[config.mk]
export PLATFORM = sky130hd
export DESIGN_NAME = uieg_event_gate
export DESIGN_NICKNAME = d
export VERILOG_FILES = /design/src/core/uieg_pkg.sv /design/src/core/uieg_event_gate.sv
export SDC_FILE = /design/constraint.sdc
export NUM_CORES = 1
export LEC_CHECK = 0
export ABC_AREA = 1
export BUFFER_PORTS_ARGS = -buffer_cell sky130_fd_sc_hd__buf_2
export CAP_MARGIN = 20
export CORE_MARGIN = 1
export CORE_UTILIZATION = 56
export CTS_BUF_LIST = sky130_fd_sc_hd__clkbuf_8
export DETAILED_ROUTE_END_ITERATION = 10
export PLACE_DENSITY = 0.87
export SYNTH_ARGS = -nofsm -noshare
export SYNTH_HDL_FRONTEND = slang
export SYNTH_SLANG_ARGS = --single-unit
[constraint.sdc]
create_clock -name ref_clk_i -period 2.71 [get_ports ref_clk_i]
set_input_delay 0.1355 -clock ref_clk_i [delete_from_list [all_inputs] [get_ports ref_clk_i]]
set_output_delay 0.1355 -clock ref_clk_i [all_outputs]
set_load 0.005 [all_outputs]
[src/core/uieg_pkg.sv]
// Package of constants and types for the interrupt endpoint event gate.
// Overview of operation
// - Always-send bit sends packet every poll.
// - Otherwise send only on enabled event.
// - Enable bit gates event; resets to zero.
// - Bit 28 gates memory write done.
// - Bits 26,25,24 gate low-power events.
// - Bit 23 gates MAC reset timeout.
// - Bit 22 overflow, bit 21 transmit error.
// - Bit 20 gates USB status summary.
// - Bits 19,18 gate transmit/receive disabled.
// - Bits 17,16 gate PHY and data port.
// - Bit 15 gates MAC error.
// - Bits 14,13 gate FIFO underrun, overrun.
// - Bit 12 gates bulk-in frame pending.
// - Bits 7:0 gate eight pin events.
// - Summary event is OR of change bits.
package uieg_pkg;
    localparam logic [7:0] ENABLES_OFFSET = 8'h98;
    localparam logic [7:0] IRQ_STATUS_OFFSET = 8'hA0;
    localparam logic [7:0] IRQ_MASK_OFFSET = 8'hA4;
    localparam logic [7:0] PACKET_COUNT_OFFSET = 8'hA8;
    localparam logic [31:0] ENABLES_RESET = 32'h0000_0000;
    localparam logic [31:0] ENABLES_WMASK = 32'h97FF_F0FF;
    localparam int ALWAYS_BIT = 31;
    localparam int OTP_DONE_BIT = 28;
    localparam int TX_LP_ENTRY_BIT = 26;
    localparam int TX_LP_EXIT_BIT = 25;
    localparam int RX_LP_BIT = 24;
    localparam int MAC_RTO_BIT = 23;
    localparam int RX_OVF_BIT = 22;
    localparam int TX_ERR_BIT = 21;
    localparam int USB_STS_BIT = 20;
    localparam int TX_DIS_BIT = 19;
    localparam int RX_DIS_BIT = 18;
    localparam int PHY_BIT = 17;
    localparam int DATA_PORT_BIT = 16;
    localparam int MAC_ERR_BIT = 15;
    localparam int TX_UNDR_BIT = 14;
    localparam int TX_OVR_BIT = 13;
    localparam int FRAME_PEND_BIT = 12;
    localparam int PIN_LSB = 0;
    localparam int PIN_COUNT = 8;
    localparam int USB_CHANGE_BITS = 16;
    localparam logic [1:0] IRQ_PACKET_SENT = 2'h1;
    localparam logic [1:0] IRQ_POLL_EMPTY = 2'h2;
    typedef struct packed {
        logic otp_write_done;
        logic tx_lowpower_entry;
        logic tx_lowpower_exit;
        logic rx_lowpower;
        logic mac_reset_timeout;
        logic rx_fifo_overflow;
        logic tx_error;
        logic tx_disabled;
        logic rx_disabled;
        logic phy_event;
        logic data_port;
        logic mac_error;
        logic tx_fifo_underrun;
        logic tx_fifo_overrun;
        logic bulkin_frame_pending;
        logic [7:0] pin_event;
    } uieg_events_s;
    typedef struct packed {
        logic valid;
        logic [31:0] status;
    } uieg_packet_s;
endpackage : uieg_pkg

[src/core/uieg_event_gate.sv]
// Interrupt endpoint event gate with register port and packet request.
`timescale 1ns/10ps
module uieg_event_gate (
    input wire logic ref_clk_i,
    input wire logic rst_n_i,
    input wire logic [7:0] reg_addr_i,
    input wire logic [31:0] reg_wdata_i,
    input wire logic reg_write_i,
    input wire logic reg_read_i,
    output logic [31:0] reg_rdata_o,
    input wire uieg_pkg::uieg_events_s events_i,
    input wire logic [15:0] usb_change_i,
    input wire logic poll_i,
    output uieg_pkg::uieg_packet_s packet_o,
    output logic irq_o
);
    logic [31:0] enables_reg;
    logic [31:0] enables_next;
    logic [31:0] rdata_reg;
    logic [31:0] rdata_next;
    logic [1:0] status_reg;
    logic [1:0] status_next;
    logic [1:0] mask_reg;
    logic [1:0] mask_next;
    logic [15:0] count_reg;
    logic [15:0] count_next;
    uieg_pkg::uieg_packet_s packet_reg;
    uieg_pkg::uieg_packet_s packet_next;
    logic irq_reg;
    logic irq_next;
    logic usb_summary;
    logic [31:0] raw;
    logic hit;
    logic send;

    function automatic logic [31:0] pack_raw(input uieg_pkg::uieg_events_s e,
                                             input logic usb);
        logic [31:0] r;
        r = 32'h0000_0000;
        r[uieg_pkg::OTP_DONE_BIT] = e.otp_write_done;
        r[uieg_pkg::TX_LP_ENTRY_BIT] = e.tx_lowpower_entry;
        r[uieg_pkg::TX_LP_EXIT_BIT] = e.tx_lowpower_exit;
        r[uieg_pkg::RX_LP_BIT] = e.rx_lowpower;
        r[uieg_pkg::MAC_RTO_BIT] = e.mac_reset_timeout;
        r[uieg_pkg::RX_OVF_BIT] = e.rx_fifo_overflow;
        r[uieg_pkg::TX_ERR_BIT] = e.tx_error;
        r[uieg_pkg::USB_STS_BIT] = usb;
        r[uieg_pkg::TX_DIS_BIT] = e.tx_disabled;
        r[uieg_pkg::RX_DIS_BIT] = e.rx_disabled;
        r[uieg_pkg::PHY_BIT] = e.phy_event;
        r[uieg_pkg::DATA_PORT_BIT] = e.data_port;
        r[uieg_pkg::MAC_ERR_BIT] = e.mac_error;
        r[uieg_pkg::TX_UNDR_BIT] = e.tx_fifo_underrun;
        r[uieg_pkg::TX_OVR_BIT] = e.tx_fifo_overrun;
        r[uieg_pkg::FRAME_PEND_BIT] = e.bulkin_frame_pending;
        r[uieg_pkg::PIN_LSB +: uieg_pkg::PIN_COUNT] = e.pin_event;
        return r;
    endfunction : pack_raw

    function automatic logic enabled_hit(input logic [31:0] r, input logic [31:0] en);
        return |(r & en & uieg_pkg::ENABLES_WMASK);
    endfunction : enabled_hit

    // Gating and packet decision.
    always_comb begin
        usb_summary = |usb_change_i;
        raw = pack_raw(events_i, usb_summary);
        hit = enabled_hit(raw, enables_reg);
        send = poll_i && (enables_reg[uieg_pkg::ALWAYS_BIT] || hit);
        packet_next.valid = send;
        packet_next.status = send ? raw : packet_reg.status;
        count_next = send ? count_reg + 16'h0001 : count_reg;
    end

    // Register writes, reads and interrupt status.
    always_comb begin
        enables_next = enables_reg;
        mask_next = mask_reg;
        status_next = status_reg;
        rdata_next = 32'h0000_0000;
        if (reg_write_i) begin
            case (reg_addr_i)
                uieg_pkg::ENABLES_OFFSET: begin
                    enables_next = reg_wdata_i & uieg_pkg::ENABLES_WMASK;
                end
                uieg_pkg::IRQ_STATUS_OFFSET: begin
                    status_next = status_reg & ~reg_wdata_i[1:0];
                end
                uieg_pkg::IRQ_MASK_OFFSET: begin
                    mask_next = reg_wdata_i[1:0];
                end
                default: begin
                end
            endcase
        end
        if (send) begin
            status_next = status_next | uieg_pkg::IRQ_PACKET_SENT;
        end
        if (poll_i && !send) begin
            status_next = status_next | uieg_pkg::IRQ_POLL_EMPTY;
        end
        if (reg_read_i) begin
            case (reg_addr_i)
                uieg_pkg::ENABLES_OFFSET: rdata_next = enables_reg;
                uieg_pkg::IRQ_STATUS_OFFSET: rdata_next = {30'h0000_0000, status_reg};
                uieg_pkg::IRQ_MASK_OFFSET: rdata_next = {30'h0000_0000, mask_reg};
                uieg_pkg::PACKET_COUNT_OFFSET: rdata_next = {16'h0000, count_reg};
                default: rdata_next = 32'h0000_0000;
            endcase
        end
        irq_next = |(status_next & mask_next);
    end

    // Packet group registers.
    always_ff @(posedge ref_clk_i or negedge rst_n_i) begin
        if (!rst_n_i) begin
            count_reg <= 16'h0000;
            packet_reg <= '0;
        end else begin
            count_reg <= count_next;
            packet_reg <= packet_next;
        end
    end

    // Register group registers.
    always_ff @(posedge ref_clk_i or negedge rst_n_i) begin
        if (!rst_n_i) begin
            enables_reg <= uieg_pkg::ENABLES_RESET;
            rdata_reg <= 32'h0000_0000;
            status_reg <= 2'h0;
            mask_reg <= 2'h0;
            irq_reg <= 1'b0;
        end else begin
            enables_reg <= enables_next;
            rdata_reg <= rdata_next;
            status_reg <= status_next;
            mask_reg <= mask_next;
            irq_reg <= irq_next;
        end
    end

    assign reg_rdata_o = rdata_reg;
    assign packet_o = packet_reg;
    assign irq_o = irq_reg;
endmodule : uieg_event_gate

==> flow_summary.toml, run 1 <==
[status]
outcome = "finished clean"

[worst_setup_path]
r2r_slack_ps = 770
cp-end-kind = "register"
cp_max_fo = 29
crit_required_ps = 2970
timing.rr.end = "irq_o$_DFF_PN0_"
r2r_start = "enables_reg[6]$_DFFE_PN0P_"
arrival_ps = 2210
r2r_cells = 11
critPathLaunch = "events_i[7]"
path_class = "primary input to register"
start_kind = "primary input"

[floorplanning]
ioPinCount = 150
core_area_sq_um = 7770
die_x_um = 91.7
rows = 32
die-area_sq_um = 8410
fp.dieH_um = 91.7
start_util = 0.580

[sta]
slew_headroom = 0.595
layout_min_cycle_time_ps = 1950
rsz0062_at_grt = "no"
fmax_mhz = 512
finalSetupViolCount = 0
period_share = 0.721
slew_violations = 0
skew_ps = 18.5
worst_pin_slew_ps = 608
hold_viol_final = 0
finalSetupTns_ps = 0

[yosys]
muxShareOfSynthArea = 0.0325
synthSimpleGateAreaFrac = 0.260
synthAdderAreaFrac = 0.00278
synth_warnings = 0
synth.distinct_cells = 28
syn_area_sq_um = 4510
synth_xor_area_frac = 0.0253
synth_top_family_by_area = "simple AND/OR/NAND/NOR gates"
synth_compound_area_frac = 0.0472
synth-seq-cells = 100
syn_inst = 517
avgSynthCellArea_sq_um = 8.72
ys_seq_area_frac = 0.555

[clock_tree]
clk_latency_ps = 370
cts_root_buf = "clkbuf_8"
cts_resized = 0
clkTransAtPathRegs_ps = 100
numCtsBuffers = 9
cts_setup_buffers = 0
cts_tree = "done"
clockBufferDepth = 2
htreeDepth = 3
hold_buffers = 27
clock-sinks = 100

[place]
portBuffers = 131
dp_hpwl_um = 7590
post_dp_cell_area_sq_um = 5180
dp.cells = 738
gp_congestion = 0.857

[global_routing]
grt_pass1_vias = 3974
met3_usage = 0.0829
grt.busiest_layer = "met2"
use_met2 = 0.487
grt_max_degree = 55
grt_util_met1 = 0.331
grt_pass1_wl_um = 18300
grt_usage = 0.283
antenna_found_initial = 0
grt-ovfl-total = 0

[drt]
finalWirelength_um = 11300
num_vias = 3974
drc = 0
first_iter_violations = 239
ant_nets = 0
via_per_inst = 5.07
firstDrtPassIters = 5
wl_per_cell_um = 14.5

[power_and_ir_drop]
pwr_density_cell_nw_per_um2 = 526
p_leak_uw = 0.00316
ir_worst_vdd_mv = 0.322

[finish]
syn_to_final_growth_pct = 25.7
largest_reg_flops = 29
final_common_cell = "nand2_1"
final_area_sq_um = 5660
antennaDiodeCount = 0
final_cells = 784
layout_common_cells = "nand2_1 (205), buf_2 (130), dfrtp_1 (100)"
drive_above_1_share = 0.270
fin_nets = 762

[job]
cap_violations = 0

[worst_hold_path]
holdPathStages = 3
hold_end = "enables_reg[18]$_DFFE_PN0P_"
min_path_type = "primary input to register"
hold_start = "reg_wdata_i[18]"
## metal layers
layer  share of wire  up-vias
li1                -     1889
met1            0.38     1873
met2            0.52      188
met3           0.080       24
met4           0.025        0
met5               0        -
## final cells by class
class / count / area [sq um]
multi-input cells: 362 / 1700
clock buffers: 9 / 124
flip-flops and latches: 100 / 2500
repair buffers: 165 / 1000
clock inverters: 7 / 60.1
fillers: 553 / 2100
well taps: 102 / 128
inverters: 39 / 149
## worst max-delay path by stage
stage,end,slack [ps],cells past startpoint
detailed placement,enables_reg[25]$_DFFE_PN0P_,800,10
floorplan,count_reg[1]$_DFFE_PN0P_,1350,11
finish,irq_o$_DFF_PN0_,760,13
global route,irq_o$_DFF_PN0_,600,11
CTS,irq_o$_DFF_PN0_,790,11
global placement,irq_o$_DFF_PN0_,900,11
## Yosys cell counts
library cell / count / area, sq um
xnor2_1: 5 / 43.8
nor3_1: 9 / 45.0
o21ai_0: 10 / 50.1
nor2_1: 54 / 203
a21oi_2: 10 / 87.6
nor2_4: 1 / 11.3
conb_1: 1 / 3.75
a21oi_1: 12 / 60.1
o21ai_1: 3 / 15.0
buf_2: 2 / 10.0
nand2_2: 2 / 12.5
xor2_1: 8 / 70.1
inv_2: 4 / 15.0
nand3_2: 2 / 20.0
buf_6: 5 / 56.3
inv_1: 34 / 128
mux2_4: 9 / 135
mux2_2: 1 / 11.3
inv_4: 1 / 6.26
nor2_2: 3 / 18.8
ha_1: 1 / 12.5
nand2_4: 1 / 11.3
nand2_1: 205 / 769
dfrtp_1: 100 / 2500
buf_4: 15 / 113
clkbuf_1: 4 / 15.0
nand3_1: 10 / 50.1
nand4_1: 5 / 31.3
## where the power goes
part	internal (uW)	switching, uW
Combinational	190	214
Sequential	1580	91.0
Clock	350	551
## per-stage QoR
stage / util / total power, uW / setup slack (ps) / hold WS [ps]
floorplan: - / 1890 / 1350 / -160
global placement: 0.667 / 2040 / 900 / 173
detailed placement: 0.667 / 2060 / 802 / 182
CTS: 0.725 / 2980 / 794 / 0.168
global route: 0.729 / 3120 / 604 / 0.930
finish: 0.729 / 2980 / 757 / 8.74
## kinds of logic (layout without fill, tap and decap cells)
| family | after synthesis | after routing |
|---|---|---|
| other | 1 | 11 |
| multiplexers | 10 | 10 |
| AO/OA/AOI/OAI | 35 | 35 |
| XOR/XNOR | 13 | 13 |
| buffers and inverters | 65 | 220 |
| flip-flops | 100 | 100 |
| AND/OR/NAND/NOR | 292 | 292 |
| adder cells (fa/ha/maj) | 1 | 1 |
## critical path, stage by stage
cell and delay [ps]:
dlygate4sd3_1 540, buf_2 140, nand2_1 60, nand2_1 100, nor2_1 120, nand2_1 60
nor2_1 120, nand3_1 130, nand2_4 200, buf_4 350, nand2_1 120, nand2_1 80
nand2_1 40
No activity file was read; power rests on OpenSTA's default activity.
==> inputs of run 2 (changes only) <==
--- a/config.mk
+++ b/config.mk
@@ -9,10 +9,10 @@
 export BUFFER_PORTS_ARGS = -buffer_cell sky130_fd_sc_hd__buf_2
 export CAP_MARGIN = 20
 export CORE_MARGIN = 1
-export CORE_UTILIZATION = 56
+export CORE_UTILIZATION = 52
 export CTS_BUF_LIST = sky130_fd_sc_hd__clkbuf_8
 export DETAILED_ROUTE_END_ITERATION = 10
-export PLACE_DENSITY = 0.87
+export PLACE_DENSITY = 0.82
 export SYNTH_ARGS = -nofsm -noshare
 export SYNTH_HDL_FRONTEND = slang
 export SYNTH_SLANG_ARGS = --single-unit
==> constraint.sdc (replaced) <==
create_clock -name ref_clk_i -period 2 [get_ports ref_clk_i]
set_input_delay 0.1 -clock ref_clk_i [delete_from_list [all_inputs] [get_ports ref_clk_i]]
set_output_delay 0.1 -clock ref_clk_i [all_outputs]
set_load 0.005 [all_outputs]
==> run 2 against run 1 <==
Against the previous run:
- first-iteration DRC count shrank 7.1%
- sequential share of layout area decreased by 1.7 points
- global-route usage fell by 1.1 points
- worst setup slack got worse by 540 ps
- register-to-register slack worse by 560 ps
- non-clock buffer count grew 21
- largest cell class unchanged
- sequential cell count unchanged
- critical path depth fell by 3
- wire length down 0.65%
==> flow_summary.toml, run 2 (synthesis gave the netlist of run 1 again) <==
[sta]
worst_pin_slew_ps = 589
finalSetupViolCount = 0
hold_slack_ps = 41.9
finalSetupTns_ps = 0
rsz0062_at_grt = "no"
fmax_mhz = 560
slew_violations = 0
layout_min_cycle_time_ps = 1790
hold_viol_final = 0
skew_ps = 16.1
period_share = 0.893
slew_headroom = 0.608

[drt]
via_per_inst = 5.00
drc = 0
ant_nets = 0
num_vias = 4041
finalWirelength_um = 11300
firstDrtPassIters = 4
first_iter_violations = 222
wl_per_cell_um = 13.9

[worst_setup_path]
r2r_start = "enables_reg[6]$_DFFE_PN0P_"
cp-end-kind = "register"
start_kind = "register"
path_class = "register to register"
cp_max_fo = 37
arrival_ps = 2040
crit_required_ps = 2260
critPathLaunch = "enables_reg[6]$_DFFE_PN0P_"

[floorplanning]
die-area_sq_um = 9040
start_util = 0.543
ioPinCount = 150
core_area_sq_um = 8300
rows = 33
die_x_um = 95.1
fp.dieH_um = 95.1

[clock_tree]
hold_buffers = 48
clockBufferDepth = 2
clk_latency_ps = 370
htreeDepth = 3
cts_tree = "done"
cts_resized = 0
cts_setup_buffers = 0
clock-sinks = 100
clkTransAtPathRegs_ps = 100
cts_root_buf = "clkbuf_8"
numCtsBuffers = 9

[global_routing]
grt_util_met1 = 0.314
use_met2 = 0.471
grt-ovfl-total = 0
grt_pass1_wl_um = 18600
antenna_found_initial = 0
grt.busiest_layer = "met2"
met3_usage = 0.0678
grt_pass1_vias = 4076
grt_max_degree = 48
grt_usage = 0.272

[worst_hold_path]
hold_start = "reg_wdata_i[0]"
min_path_type = "primary input to register"

[power_and_ir_drop]
p_leak_uw = 0.00326
pwr_density_cell_nw_per_um2 = 698
ir_worst_vdd_mv = 0.459

[finish]
final_common_cell = "nand2_1"
fin_nets = 783
syn_to_final_growth_pct = 30.8
layout_common_cells = "nand2_1 (205), buf_2 (130), dfrtp_1 (100)"
drive_above_1_share = 0.267
largest_reg_flops = 29
final_area_sq_um = 5890
antennaDiodeCount = 0

[place]
dp_hpwl_um = 7460
portBuffers = 131
post_dp_cell_area_sq_um = 5220
gp_congestion = 0.841

[job]
cap_violations = 0

[status]
outcome = "finished clean"
-- run 2: area by class of cell --
type,instances,area [sq um]
Sequential cell,100,2500
Fill cell,612,2410
Multi-Input combinational cell,362,1700
Timing Repair Buffer,186,1220
Inverter,39,149
Tap cell,105,131
Clock buffer,9,124
Clock inverter,7,71.3
-- run 2: critical path: stages, from the launching register on --
cell     delay [ps]
dfrtp_1         420
nand2_1          70
nand2_1         100
nor2_1          150
nand2_1          60
nor2_1          130
nand3_1         140
nand2_4         220
inv_4           210
nand2_1         110
nand2_1          60
-- run 2: layer usage --
layer | routed length [um] | vias to the layer above | share of wire
met3 | 645 | 36 | 0.057
met2 | 5800 | 134 | 0.51
met4 | 390 | 0 | 0.035
met1 | 4440 | 1941 | 0.39
li1 | - | 1930 | -
met5 | 0 | - | 0
-- run 2: path summary, 6_finish.rpt --
path	to	slack, ps	cells past startpoint
min in group asynchronous	reg_rdata_o[1]$_DFF_PN0_	270	2
max reg2reg	packet_o[5]$_DFFE_PN0P_	210	10
max	packet_o[5]$_DFFE_PN0P_	210	10
min	mask_reg[0]$_DFF_PN0_	40	3
min reg2reg	packet_o[28]$_DFFE_PN0P_	490	2
max in group asynchronous	packet_o[18]$_DFFE_PN0P_	1030	3
-- run 2: per-stage QoR --
step           instances  power (uW)  utilization  worst slack, ps
2_1_floorplan        527        2570            -              644
3_3_place_gp         744        2780        0.629              305
3_5_place_dp         744        2810        0.629              252
4_1_cts              808        4120        0.710              239
5_1_grt              808        4310        0.710             44.2
6_report             808        4110        0.710              214
-- run 2: power breakdown --
group,internal (uW),switching (uW)
logic,284,292
clock network,488,772
registers,2150,128
